$ cat config.mk
export PLATFORM = sky130hd
export DESIGN_NAME = csio_top
export DESIGN_NICKNAME = d
export VERILOG_FILES = /design/src/hw/csio_top.v
export VERILOG_INCLUDE_DIRS = /design/src /design/src/hw
export SDC_FILE = /design/constraint.sdc
export NUM_CORES = 1
export LEC_CHECK = 0
export BUFFER_PORTS_ARGS = -buffer_cell sky130_fd_sc_hd__buf_4
export CAP_MARGIN = 5
export CORE_UTILIZATION = 53
export DETAILED_ROUTE_END_ITERATION = 8
export HOLD_SLACK_MARGIN = 0.12
export PLACE_DENSITY = 0.78
export SYNTH_ARGS = -nofsm -noshare
export SYNTH_HDL_FRONTEND = slang
export SYNTH_SLANG_ARGS = --single-unit
$ cat constraint.sdc
create_clock -name clk_i -period 5.3 [get_ports clk_i]
set_input_delay 0.265 -clock clk_i [delete_from_list [all_inputs] [get_ports clk_i]]
set_output_delay 0.265 -clock clk_i [all_outputs]
set_load 0.03 [all_outputs]
$ cat src/hw/csio_map.vh
`ifndef CSIO_MAP_VH
`define CSIO_MAP_VH
// register word offsets (byte addresses)
`define CSIO_REG_TRIG_CFG   8'h00
`define CSIO_REG_TRIG_DLY   8'h04
`define CSIO_REG_EXPO_TIME  8'h08
`define CSIO_REG_OUT_CFG    8'h0c
`define CSIO_REG_STROBE     8'h10
`define CSIO_REG_MISC       8'h14
`define CSIO_REG_STATUS     8'h18
`define CSIO_REG_IRQ_STAT   8'h1c
`define CSIO_REG_IRQ_CLR    8'h20
`define CSIO_REG_IRQ_EN     8'h24
`define CSIO_REG_READOUT    8'h28
// trigger event modes
`define CSIO_TRG_RISE       3'h0
`define CSIO_TRG_FALL       3'h1
`define CSIO_TRG_ANY        3'h2
`define CSIO_TRG_HIGH       3'h3
`define CSIO_TRG_LOW        3'h4
`define CSIO_TRG_OFF        3'h7
// output sources
`define CSIO_SRC_EXPO       3'h0
`define CSIO_SRC_READY      3'h1
`define CSIO_SRC_RELAY      3'h2
`define CSIO_SRC_READOUT    3'h3
`define CSIO_SRC_IMAGING    3'h4
`define CSIO_SRC_STROBE     3'h5
`define CSIO_SRC_SWBIT      3'h6
// timing
`define CSIO_CLK_MHZ        40
`define CSIO_US_CYCLES      6'd40
`define CSIO_MAX_US         26'd60000000
`define CSIO_MIN_EXPO_US    26'd10
`define CSIO_SEC_CYCLES     26'd40000000
`define CSIO_FLASH_CYCLES   26'd4000000
`define CSIO_ACT_CYCLES     26'd2000000
// reset values
`define CSIO_RST_EXPO       26'd10
`define CSIO_RST_READOUT    26'd1000
`endif

$ cat src/hw/csio_top.v
// How it works
// [RULE_01] trigger fires on rising, falling, either edge or input level
// [RULE_02] capture starts only after programmed delay from the trigger event
// [RULE_03] either sync input can be chosen as trigger source
// [RULE_04] both sync outputs are output-only, each with a configured source
// [RULE_05] exposure source high exactly while sensor integrates
// [RULE_06] ready source high whenever a new trigger would be accepted
// [RULE_07] relay source copies the incoming trigger input
// [RULE_08] readout source high while sensor data is read out
// [RULE_09] imaging source is exposure OR readout
// [RULE_10] strobe source is programmable pulse started by a selected source
// [RULE_11] software bit source drives a level set by software
// [RULE_12] each source can be inverted before the pin
// [RULE_13] serial lines forwarded between network host and peripheral
// [RULE_14] led two: steady normal, one flash per second boot, three on fault
// [RULE_15] trigger delay 0 to 60 s in 1 us steps
// [RULE_16] five trigger events: rise, fall, any, level high, level low
// [RULE_17] exposure 10 us to 60 s in 1 us steps
// [RULE_18] led one steady on link, blinking with activity
// [RULE_19] each output has its own source and polarity
//
// Chosen here: the Wishbone slave port and the placing of the registers.
`include "csio_map.vh"
`default_nettype none
module csio_top (
   // clock and reset
   input  wire        clk_i,
   input  wire        rst_i,
   // wishbone slave
   input  wire        cyc_i,
   input  wire        stb_i,
   input  wire        we_i,
   input  wire [7:0]  adr_i,
   input  wire [3:0]  sel_i,
   input  wire [31:0] dat_i,
   output reg  [31:0] dat_o,
   output wire        ack_o,
   output wire        err_o,
   output wire        irq_o,
   // sync pins
   input  wire [1:0]  sync_in_i,
   output reg  [1:0]  sync_out_o,
   // serial passthrough
   input  wire        host_txd_i,
   output reg         host_rxd_o,
   input  wire        per_rxd_i,
   output reg         per_txd_o,
   // network status and leds
   input  wire        link_up_i,
   input  wire        net_act_i,
   input  wire        boot_done_i,
   input  wire        fault_i,
   output reg         led1_o,
   output reg         led2_o
);
////////////////////////////////////////////////////////////////////////////////
// wishbone and registers
reg        ack;
reg  [2:0] trig_mode;
reg        trig_sel;
reg        sw_trig;
reg [25:0] trig_dly;
reg [25:0] expo_time;
reg [25:0] rd_time;
reg  [2:0] src_sel0;
reg  [2:0] src_sel1;
reg  [1:0] invert;
reg  [2:0] strobe_src;
reg [25:0] strobe_len;
reg        software_output_bit;
reg  [3:0] irq_stat;
reg  [3:0] irq_en;
wire       req = cyc_i & stb_i & ~ack;
wire       wr  = req & we_i & (&sel_i);
reg        hit;
wire [3:0] ev;
reg  [1:0] st;
assign ack_o = ack & hit;
assign err_o = ack & ~hit;
assign irq_o = |(irq_stat & irq_en);
always @* begin
   hit = 1'b1;
   if (adr_i == `CSIO_REG_TRIG_CFG) begin
      dat_o = {27'h0, trig_sel, 1'b0, trig_mode};
   end else if (adr_i == `CSIO_REG_TRIG_DLY) begin
      dat_o = {6'h0, trig_dly};
   end else if (adr_i == `CSIO_REG_EXPO_TIME) begin
      dat_o = {6'h0, expo_time};
   end else if (adr_i == `CSIO_REG_OUT_CFG) begin
      dat_o = {22'h0, invert, 1'b0, src_sel1, 1'b0, src_sel0};
   end else if (adr_i == `CSIO_REG_STROBE) begin
      dat_o = {3'h0, strobe_src, strobe_len};
   end else if (adr_i == `CSIO_REG_MISC) begin
      dat_o = {31'h0, software_output_bit};
   end else if (adr_i == `CSIO_REG_STATUS) begin
      dat_o = {28'h0, fault_i, boot_done_i, link_up_i, st == 2'd0};
   end else if (adr_i == `CSIO_REG_IRQ_STAT) begin
      dat_o = {28'h0, irq_stat};
   end else if (adr_i == `CSIO_REG_IRQ_CLR) begin
      dat_o = 32'h0;
   end else if (adr_i == `CSIO_REG_IRQ_EN) begin
      dat_o = {28'h0, irq_en};
   end else if (adr_i == `CSIO_REG_READOUT) begin
      dat_o = {6'h0, rd_time};
   end else begin
      dat_o = 32'h0;
      hit = 1'b0;
   end
end
always @(posedge clk_i) begin
   if (rst_i) begin
      ack <= 1'b0;
      trig_mode <= `CSIO_TRG_OFF;
      trig_sel <= 1'b0;
      trig_dly <= 26'h0;
      expo_time <= `CSIO_RST_EXPO;
      rd_time <= `CSIO_RST_READOUT;
      src_sel0 <= `CSIO_SRC_EXPO;
      src_sel1 <= `CSIO_SRC_READY;
      invert <= 2'h0;
      strobe_src <= `CSIO_SRC_EXPO;
      strobe_len <= 26'h1;
      software_output_bit <= 1'b0;
      irq_en <= 4'h0;
      sw_trig <= 1'b0;
   end else begin
      ack <= req;
      sw_trig <= 1'b0;
      if (wr && adr_i == `CSIO_REG_TRIG_CFG) begin
         trig_mode <= dat_i[2:0]; // RULE_16
         trig_sel <= dat_i[4]; // RULE_03
         sw_trig <= dat_i[8];
      end else if (wr && adr_i == `CSIO_REG_TRIG_DLY) begin
         trig_dly <= (dat_i[25:0] > `CSIO_MAX_US) ? `CSIO_MAX_US : dat_i[25:0]; // RULE_15
      end else if (wr && adr_i == `CSIO_REG_EXPO_TIME) begin
         if (dat_i[25:0] < `CSIO_MIN_EXPO_US) begin
            expo_time <= `CSIO_MIN_EXPO_US; // RULE_17
         end else if (dat_i[25:0] > `CSIO_MAX_US) begin
            expo_time <= `CSIO_MAX_US; // RULE_17
         end else begin
            expo_time <= dat_i[25:0];
         end
      end else if (wr && adr_i == `CSIO_REG_OUT_CFG) begin
         src_sel0 <= dat_i[2:0]; // RULE_19
         src_sel1 <= dat_i[6:4]; // RULE_19
         invert <= dat_i[9:8];
      end else if (wr && adr_i == `CSIO_REG_STROBE) begin
         strobe_len <= dat_i[25:0];
         strobe_src <= dat_i[28:26];
      end else if (wr && adr_i == `CSIO_REG_MISC) begin
         software_output_bit <= dat_i[0]; // RULE_11
      end else if (wr && adr_i == `CSIO_REG_IRQ_EN) begin
         irq_en <= dat_i[3:0];
      end else if (wr && adr_i == `CSIO_REG_READOUT) begin
         rd_time <= dat_i[25:0];
      end
   end
end
// sticky events: set wins over clear
always @(posedge clk_i) begin
   if (rst_i) begin
      irq_stat <= 4'h0;
   end else if (wr && adr_i == `CSIO_REG_IRQ_CLR) begin
      irq_stat <= (irq_stat & ~dat_i[3:0]) | ev;
   end else begin
      irq_stat <= irq_stat | ev;
   end
end
////////////////////////////////////////////////////////////////////////////////
// pin synchronisers
reg [2:0] s0;
reg [2:0] s1;
reg [2:0] sr;
reg [2:0] sh;
reg [1:0] sync_q;
reg       per_q;
reg       host_q;
always @(posedge clk_i) begin
   if (rst_i) begin
      s0 <= 3'h0;
      s1 <= 3'h0;
      sr <= 3'h7;
      sh <= 3'h7;
      sync_q <= 2'h0;
      per_q <= 1'b1;
      host_q <= 1'b1;
   end else begin
      s0 <= {s0[1:0], sync_in_i[0]};
      s1 <= {s1[1:0], sync_in_i[1]};
      sr <= {sr[1:0], per_rxd_i};
      sh <= {sh[1:0], host_txd_i};
      if (s0[1] == s0[2]) sync_q[0] <= s0[2];
      if (s1[1] == s1[2]) sync_q[1] <= s1[2];
      if (sr[1] == sr[2]) per_q <= sr[2];
      if (sh[1] == sh[2]) host_q <= sh[2];
   end
end
////////////////////////////////////////////////////////////////////////////////
// trigger qualifier and capture sequencer
localparam ST_IDLE = 2'd0;
localparam ST_WAIT = 2'd1;
localparam ST_EXPO = 2'd2;
localparam ST_READ = 2'd3;
reg        trg_prev;
reg  [5:0] us_cnt;
reg [25:0] cnt;
wire       trg_lvl = trig_sel ? sync_q[1] : sync_q[0]; // RULE_03
reg        qual;
always @* begin
   case (trig_mode) // RULE_01
      `CSIO_TRG_RISE: qual = trg_lvl & ~trg_prev;
      `CSIO_TRG_FALL: qual = ~trg_lvl & trg_prev;
      `CSIO_TRG_ANY:  qual = trg_lvl ^ trg_prev;
      `CSIO_TRG_HIGH: qual = trg_lvl;
      `CSIO_TRG_LOW:  qual = ~trg_lvl;
      default:        qual = 1'b0;
   endcase
end
wire fire = (st == ST_IDLE) & (qual | sw_trig);
wire us_tick = (us_cnt == `CSIO_US_CYCLES - 6'd1);
always @(posedge clk_i) begin
   if (rst_i) begin
      st <= ST_IDLE;
      trg_prev <= 1'b0;
      us_cnt <= 6'h0;
      cnt <= 26'h0;
   end else begin
      trg_prev <= trg_lvl;
      us_cnt <= (us_tick || fire) ? 6'h0 : us_cnt + 6'd1;
      case (st)
         ST_IDLE: begin
            cnt <= 26'h0;
            if (fire) st <= (trig_dly == 26'h0) ? ST_EXPO : ST_WAIT; // RULE_02
         end
         ST_WAIT: begin
            if (us_tick) begin
               if (cnt + 26'd1 >= trig_dly) begin // RULE_02
                  st <= ST_EXPO;
                  cnt <= 26'h0;
               end else begin
                  cnt <= cnt + 26'd1;
               end
            end
         end
         ST_EXPO: begin
            if (us_tick) begin
               if (cnt + 26'd1 >= expo_time) begin // RULE_17
                  st <= ST_READ;
                  cnt <= 26'h0;
               end else begin
                  cnt <= cnt + 26'd1;
               end
            end
         end
         default: begin
            if (us_tick) begin
               if (cnt + 26'd1 >= rd_time) begin
                  st <= ST_IDLE;
                  cnt <= 26'h0;
               end else begin
                  cnt <= cnt + 26'd1;
               end
            end
         end
      endcase
   end
end
////////////////////////////////////////////////////////////////////////////////
// output sources, strobe and pins
reg  [6:0] srcs;
reg  [6:0] srcs_prev;
reg [25:0] strb_cnt;
always @* begin
   srcs[`CSIO_SRC_EXPO]    = (st == ST_EXPO); // RULE_05
   srcs[`CSIO_SRC_READY]   = (st == ST_IDLE); // RULE_06
   srcs[`CSIO_SRC_RELAY]   = trg_lvl; // RULE_07
   srcs[`CSIO_SRC_READOUT] = (st == ST_READ); // RULE_08
   srcs[`CSIO_SRC_IMAGING] = (st == ST_EXPO) | (st == ST_READ); // RULE_09
   srcs[`CSIO_SRC_STROBE]  = (strb_cnt != 26'h0); // RULE_10
   srcs[`CSIO_SRC_SWBIT]   = software_output_bit; // RULE_11
end
wire strb_start = srcs[strobe_src] & ~srcs_prev[strobe_src] & (strobe_src != `CSIO_SRC_STROBE);
assign ev = {srcs[`CSIO_SRC_READOUT] & ~srcs_prev[`CSIO_SRC_READOUT],
             srcs[`CSIO_SRC_EXPO] & ~srcs_prev[`CSIO_SRC_EXPO], fault_i, fire};
genvar gi;
generate
   for (gi = 0; gi < 2; gi = gi + 1) begin : g_out
      wire [2:0] sel = (gi == 0) ? src_sel0 : src_sel1;
      always @(posedge clk_i) begin
         if (rst_i) begin
            sync_out_o[gi] <= 1'b0;
         end else begin
            sync_out_o[gi] <= (sel > `CSIO_SRC_SWBIT ? 1'b0 : srcs[sel]) ^ invert[gi]; // RULE_04 RULE_12
         end
      end
   end
endgenerate
always @(posedge clk_i) begin
   if (rst_i) begin
      srcs_prev <= 7'h0;
      strb_cnt <= 26'h0;
      host_rxd_o <= 1'b1;
      per_txd_o <= 1'b1;
   end else begin
      srcs_prev <= srcs;
      if (strb_start) begin
         strb_cnt <= strobe_len; // RULE_10
      end else if (strb_cnt != 26'h0) begin
         strb_cnt <= strb_cnt - 26'd1;
      end
      per_txd_o <= host_q; // RULE_13
      host_rxd_o <= per_q; // RULE_13
   end
end
////////////////////////////////////////////////////////////////////////////////
// status leds
reg [25:0] sec_cnt;
reg [25:0] act_cnt;
always @(posedge clk_i) begin
   if (rst_i) begin
      sec_cnt <= 26'h0;
      act_cnt <= 26'h0;
      led1_o <= 1'b0;
      led2_o <= 1'b0;
   end else begin
      sec_cnt <= (sec_cnt == `CSIO_SEC_CYCLES - 26'd1) ? 26'h0 : sec_cnt + 26'd1;
      act_cnt <= (act_cnt == `CSIO_ACT_CYCLES * 2 - 26'd1) ? 26'h0 : act_cnt + 26'd1;
      led1_o <= link_up_i & ~(net_act_i & (act_cnt >= `CSIO_ACT_CYCLES)); // RULE_18
      if (fault_i) begin
         led2_o <= (sec_cnt < `CSIO_FLASH_CYCLES * 6) &
                   ((sec_cnt / `CSIO_FLASH_CYCLES) % 2 == 26'd0); // RULE_14
      end else if (!boot_done_i) begin
         led2_o <= (sec_cnt < `CSIO_FLASH_CYCLES * 2); // RULE_14
      end else begin
         led2_o <= 1'b1; // RULE_14
      end
   end
end
endmodule // csio_top
`default_nettype wire
==> results.md <==
* Maximum clock rate at 202 MHz
* Synthesized cell area at 16000 µm²
* Synthesis-stage register bit count at 270
* Post-synthesis adder-cell area fraction at 7.23%
* Most common cell after layout, fill and taps aside: nand2_1
* HP Start: rst_i
* Final HPWL DP at 35200 µm
* Synth top area share at roughly 34%
* Worst Hold Depth at 2
* Worst R2R Start: cnt[0]
* Wire per inst at 19.1 µm
* Via density at between 6 and 7
* Num ports at 98
* Largest family of logic cells by synthesized area: simple AND/OR/NAND/NOR gates
* Reg2reg setup slack at approximately 0.35 ns
* Mean area per synthesized cell at 7.72 µm²
* Area Overhead vs Synth at 14.8%
* VDD IR max at around 0.23 mV
* Ant diodes at 0
* Hold Path End: sec_cnt[8]
* Simple-Gate Fraction of Synth Area at 25.4%
* Initial antenna violation count at 1
* R2R Path End: cnt[14]
* Overall track demand over capacity in global routing at 31.4%
* Placer congestion estimate at roughly 0.97
* # setup viols final at 0
* CP arrival at 5.45 ns
* Row count at 63
* Die area at 30900 µm²
* Syn. warnings at 0
* WL final at 49200 µm
* Worst skew pair latency at approximately 0.57 ns
* Slew Limit Fails at 0
* Post-synthesis mux area share at 1.37%
* Drt first pass iters at 5
* Area after DPL at between 15000 and 20000 µm²
* Most area-hungry cell type in the Yosys netlist: dfxtp_1
* DRC viols at 0
* Post-synthesis xor/xnor area fraction at under 10%
* Max_slew headroom at 12.8%
* Die W at about 180 µm
* TritonCTS clock tree: yes
* IO buf count at 91
* Num Clock Sinks at between 200 and 300
* Gate Count Post-Synth at about 2100
* Final ANT Viol Nets at 0
* First-pass GRT wire length at 78500 µm
* 1st-iter DRT viols at 1668
* Total CTS buffers at 30
* Measured slew at the worst slew-check pin at 1.31 ns
* Synth top area cells: dfxtp_1 34%, nand2_1 7.8%, ha_1 7.1%
* Critical Path Source: cnt[0]
* Critical path class: reg2reg
* Largest net degree at the start of global routing at 109
* FFs w/ async S/R, synth at 0%
* Worst Slack Setup Final at 0.346 ns
* EDFF count, synth at 0
* Post-synthesis sequential area ratio at 33.7%
* # nets final at ~2300
* Via count at 15844
* Post-route minimum period at approximately 5 ns
* Post-synth cell types at 94
* Final Skew at ~0.025 ns
* Fin area at 18400 µm²
* Clock transition at path regs at 0.06 ns
* Starting Density at 53.9%
* Core ar. at 29700 µm²
* Final hold violations at 0
* Compound-Gate Fraction of Synth Area at 20.1%
* Total gr overflow at 0
* Outcome: complete, no violations
* Layout cells sized above 1 at 10.2%
* Max Cap Viol at 0
* Critical Path End Type: register
* Leak at 7.09 nW
* Worst slack, placed at 0.251 ns
* Root Buffer: clkbuf_16
* Power Density at approximately 260 nW/µm²
* Path depth of the worst reg2reg path at 24
* Commonest non-fill, non-tap cells in the layout: 335 x nand2_1, 268 x dfxtp_1, 204 x nor2_1, 165 x a21oi_1, 131 x buf_4
* Hold Path Class: in2reg
* Chip Height at 176 µm
* Top_reg_cell synth: dfxtp_1
* H-tree depth at 1
* Crit path max fanout at 25
* Startpoint Class: register
* Clock Path Buffers at 3
* Vias in the first global route at 15020
* CP required at just under 6 ns
* Period utilisation layout at 93.5%
-- repair_timing --
item / 4_1_cts / 5_1_grt
hold endpoints to repair: 129 / 0
setup endpoints to repair: 0 / 27
buffers inserted: 0 / 1
hold buffers: 41 / 0
gates resized for setup: 0 / 5
-- worst max-delay path by stage --
stage,to,cells after the start
finish,cnt[14],24
global route,cnt[15],24
CTS,cnt[14],22
detailed placement,cnt[6],22
global placement,cnt[1],22
floorplan,cnt[10],24
-- stage by stage --
step / util, % / cells / hold WS [ns] / setup TNS (ns) / total power [mW]
final: 61.9 / 2580 / 0.136 / 0 / 4.83
after global routing: 61.9 / 2580 / 0.155 / -0.0109 / 5.02
after CTS: 61.8 / 2579 / 0.127 / 0 / 4.84
after detailed placement: 57.5 / 2489 / 0.397 / 0 / 2.90
after global placement: 57.5 / 2489 / 0.395 / 0 / 2.88
after floorplan: - / 2078 / 0.369 / 0 / 2.69
-- synth_stat cells (7+ instances only) --
| cell type | instances |
|---|---|
| nand2_1 | 335 |
| dfxtp_1 | 270 |
| nor2_1 | 207 |
| a21oi_1 | 165 |
| inv_1 | 101 |
| ha_1 | 91 |
| clkbuf_1 | 87 |
| nand3_1 | 80 |
| o21ai_0 | 80 |
| xor2_1 | 68 |
| xnor2_1 | 57 |
| a22oi_1 | 55 |
| or3_1 | 36 |
| nor3_1 | 33 |
| nor2b_1 | 27 |
| o21a_1 | 27 |
| nand4_1 | 25 |
| nor4_1 | 24 |
| and3_1 | 23 |
| o211ai_1 | 14 |
| or2_2 | 14 |
| and2_1 | 13 |
| mux2i_1 | 13 |
| a21o_1 | 12 |
| a311oi_1 | 12 |
| a211oi_1 | 11 |
| a31oi_1 | 10 |
| and4_1 | 10 |
| buf_2 | 10 |
| nand3b_1 | 9 |
| o22ai_1 | 8 |
| or4_1 | 8 |
| a221oi_1 | 7 |
| o31ai_1 | 7 |
-- final cells by class --
cell class,count,area (µm²)
clock buffers,43,851
fillers,2613,11300
well taps,390,488
clock inverters,6,36.3
repair buffers,173,1410
inverters,102,383
flip-flops and latches,270,5410
multi-input cells,1596,9830
-- flip-flops by register name (all words and copies together) (netlist names), 4 cells and up --
signal,count
irq_stat,4
irq_en,4
sec_cnt,26
cnt,26
rd_time,26
g_out.sel,6
srcs_prev,6
act_cnt,26
us_cnt,6
strobe_len,26
trig_dly,26
strb_cnt,26
expo_time,26
-- per-layer routing --
| metal | GRT usage (%) | part of all wire, % | vias up |
|---|---|---|---|
| met2 | 51.6 | 46 | 707 |
| met4 | 11.1 | 3.0 | 0 |
| met1 | 41.4 | 42 | 7529 |
| met5 | 0 | 0 | - |
| met3 | 4.98 | 9.1 | 111 |
| li1 | - | - | 7497 |
-- power by group --
part	switching [mW]	internal (mW)	total (mW)
combinational	0.403	0.300	0.703
clock	0.829	1.10	1.93
sequential	0.0768	2.12	2.20
total	1.31	3.52	4.83
-- cell families (layout without fill, tap and decap cells) --
group           after synthesis  in the layout
mux                          18             18
other cells                   1              3
simple gates                871            871
flops                       270            270
compound gates              486            486
xor+xnor                    125            125
fa+ha+maj                    93             93
buf+inv                     212            324
-- critical path, cell delays in order (launching register included) --
cell and delay [ns]:
dfxtp_2 0.40, ha_2 0.23, nand3_1 0.15, nor2_1 0.16, and3_1 0.23, and3_1 0.23, and2_1 0.16, and3_1 0.23
nand3_1 0.17, inv_1 0.09, nand3_1 0.12, buf_4 0.17, nor2_1 0.12, xor2_1 0.23, ha_1 0.29, o21ai_0 0.08
nand2b_1 0.07, a21oi_1 0.16, nor2b_1 0.06, o21ai_0 0.22, nand3b_1 0.15, o41a_1 0.45, a21o_1 0.21, a31o_4 0.35
nor2_1 0.16
No activity file was read; power rests on OpenSTA's default activity.
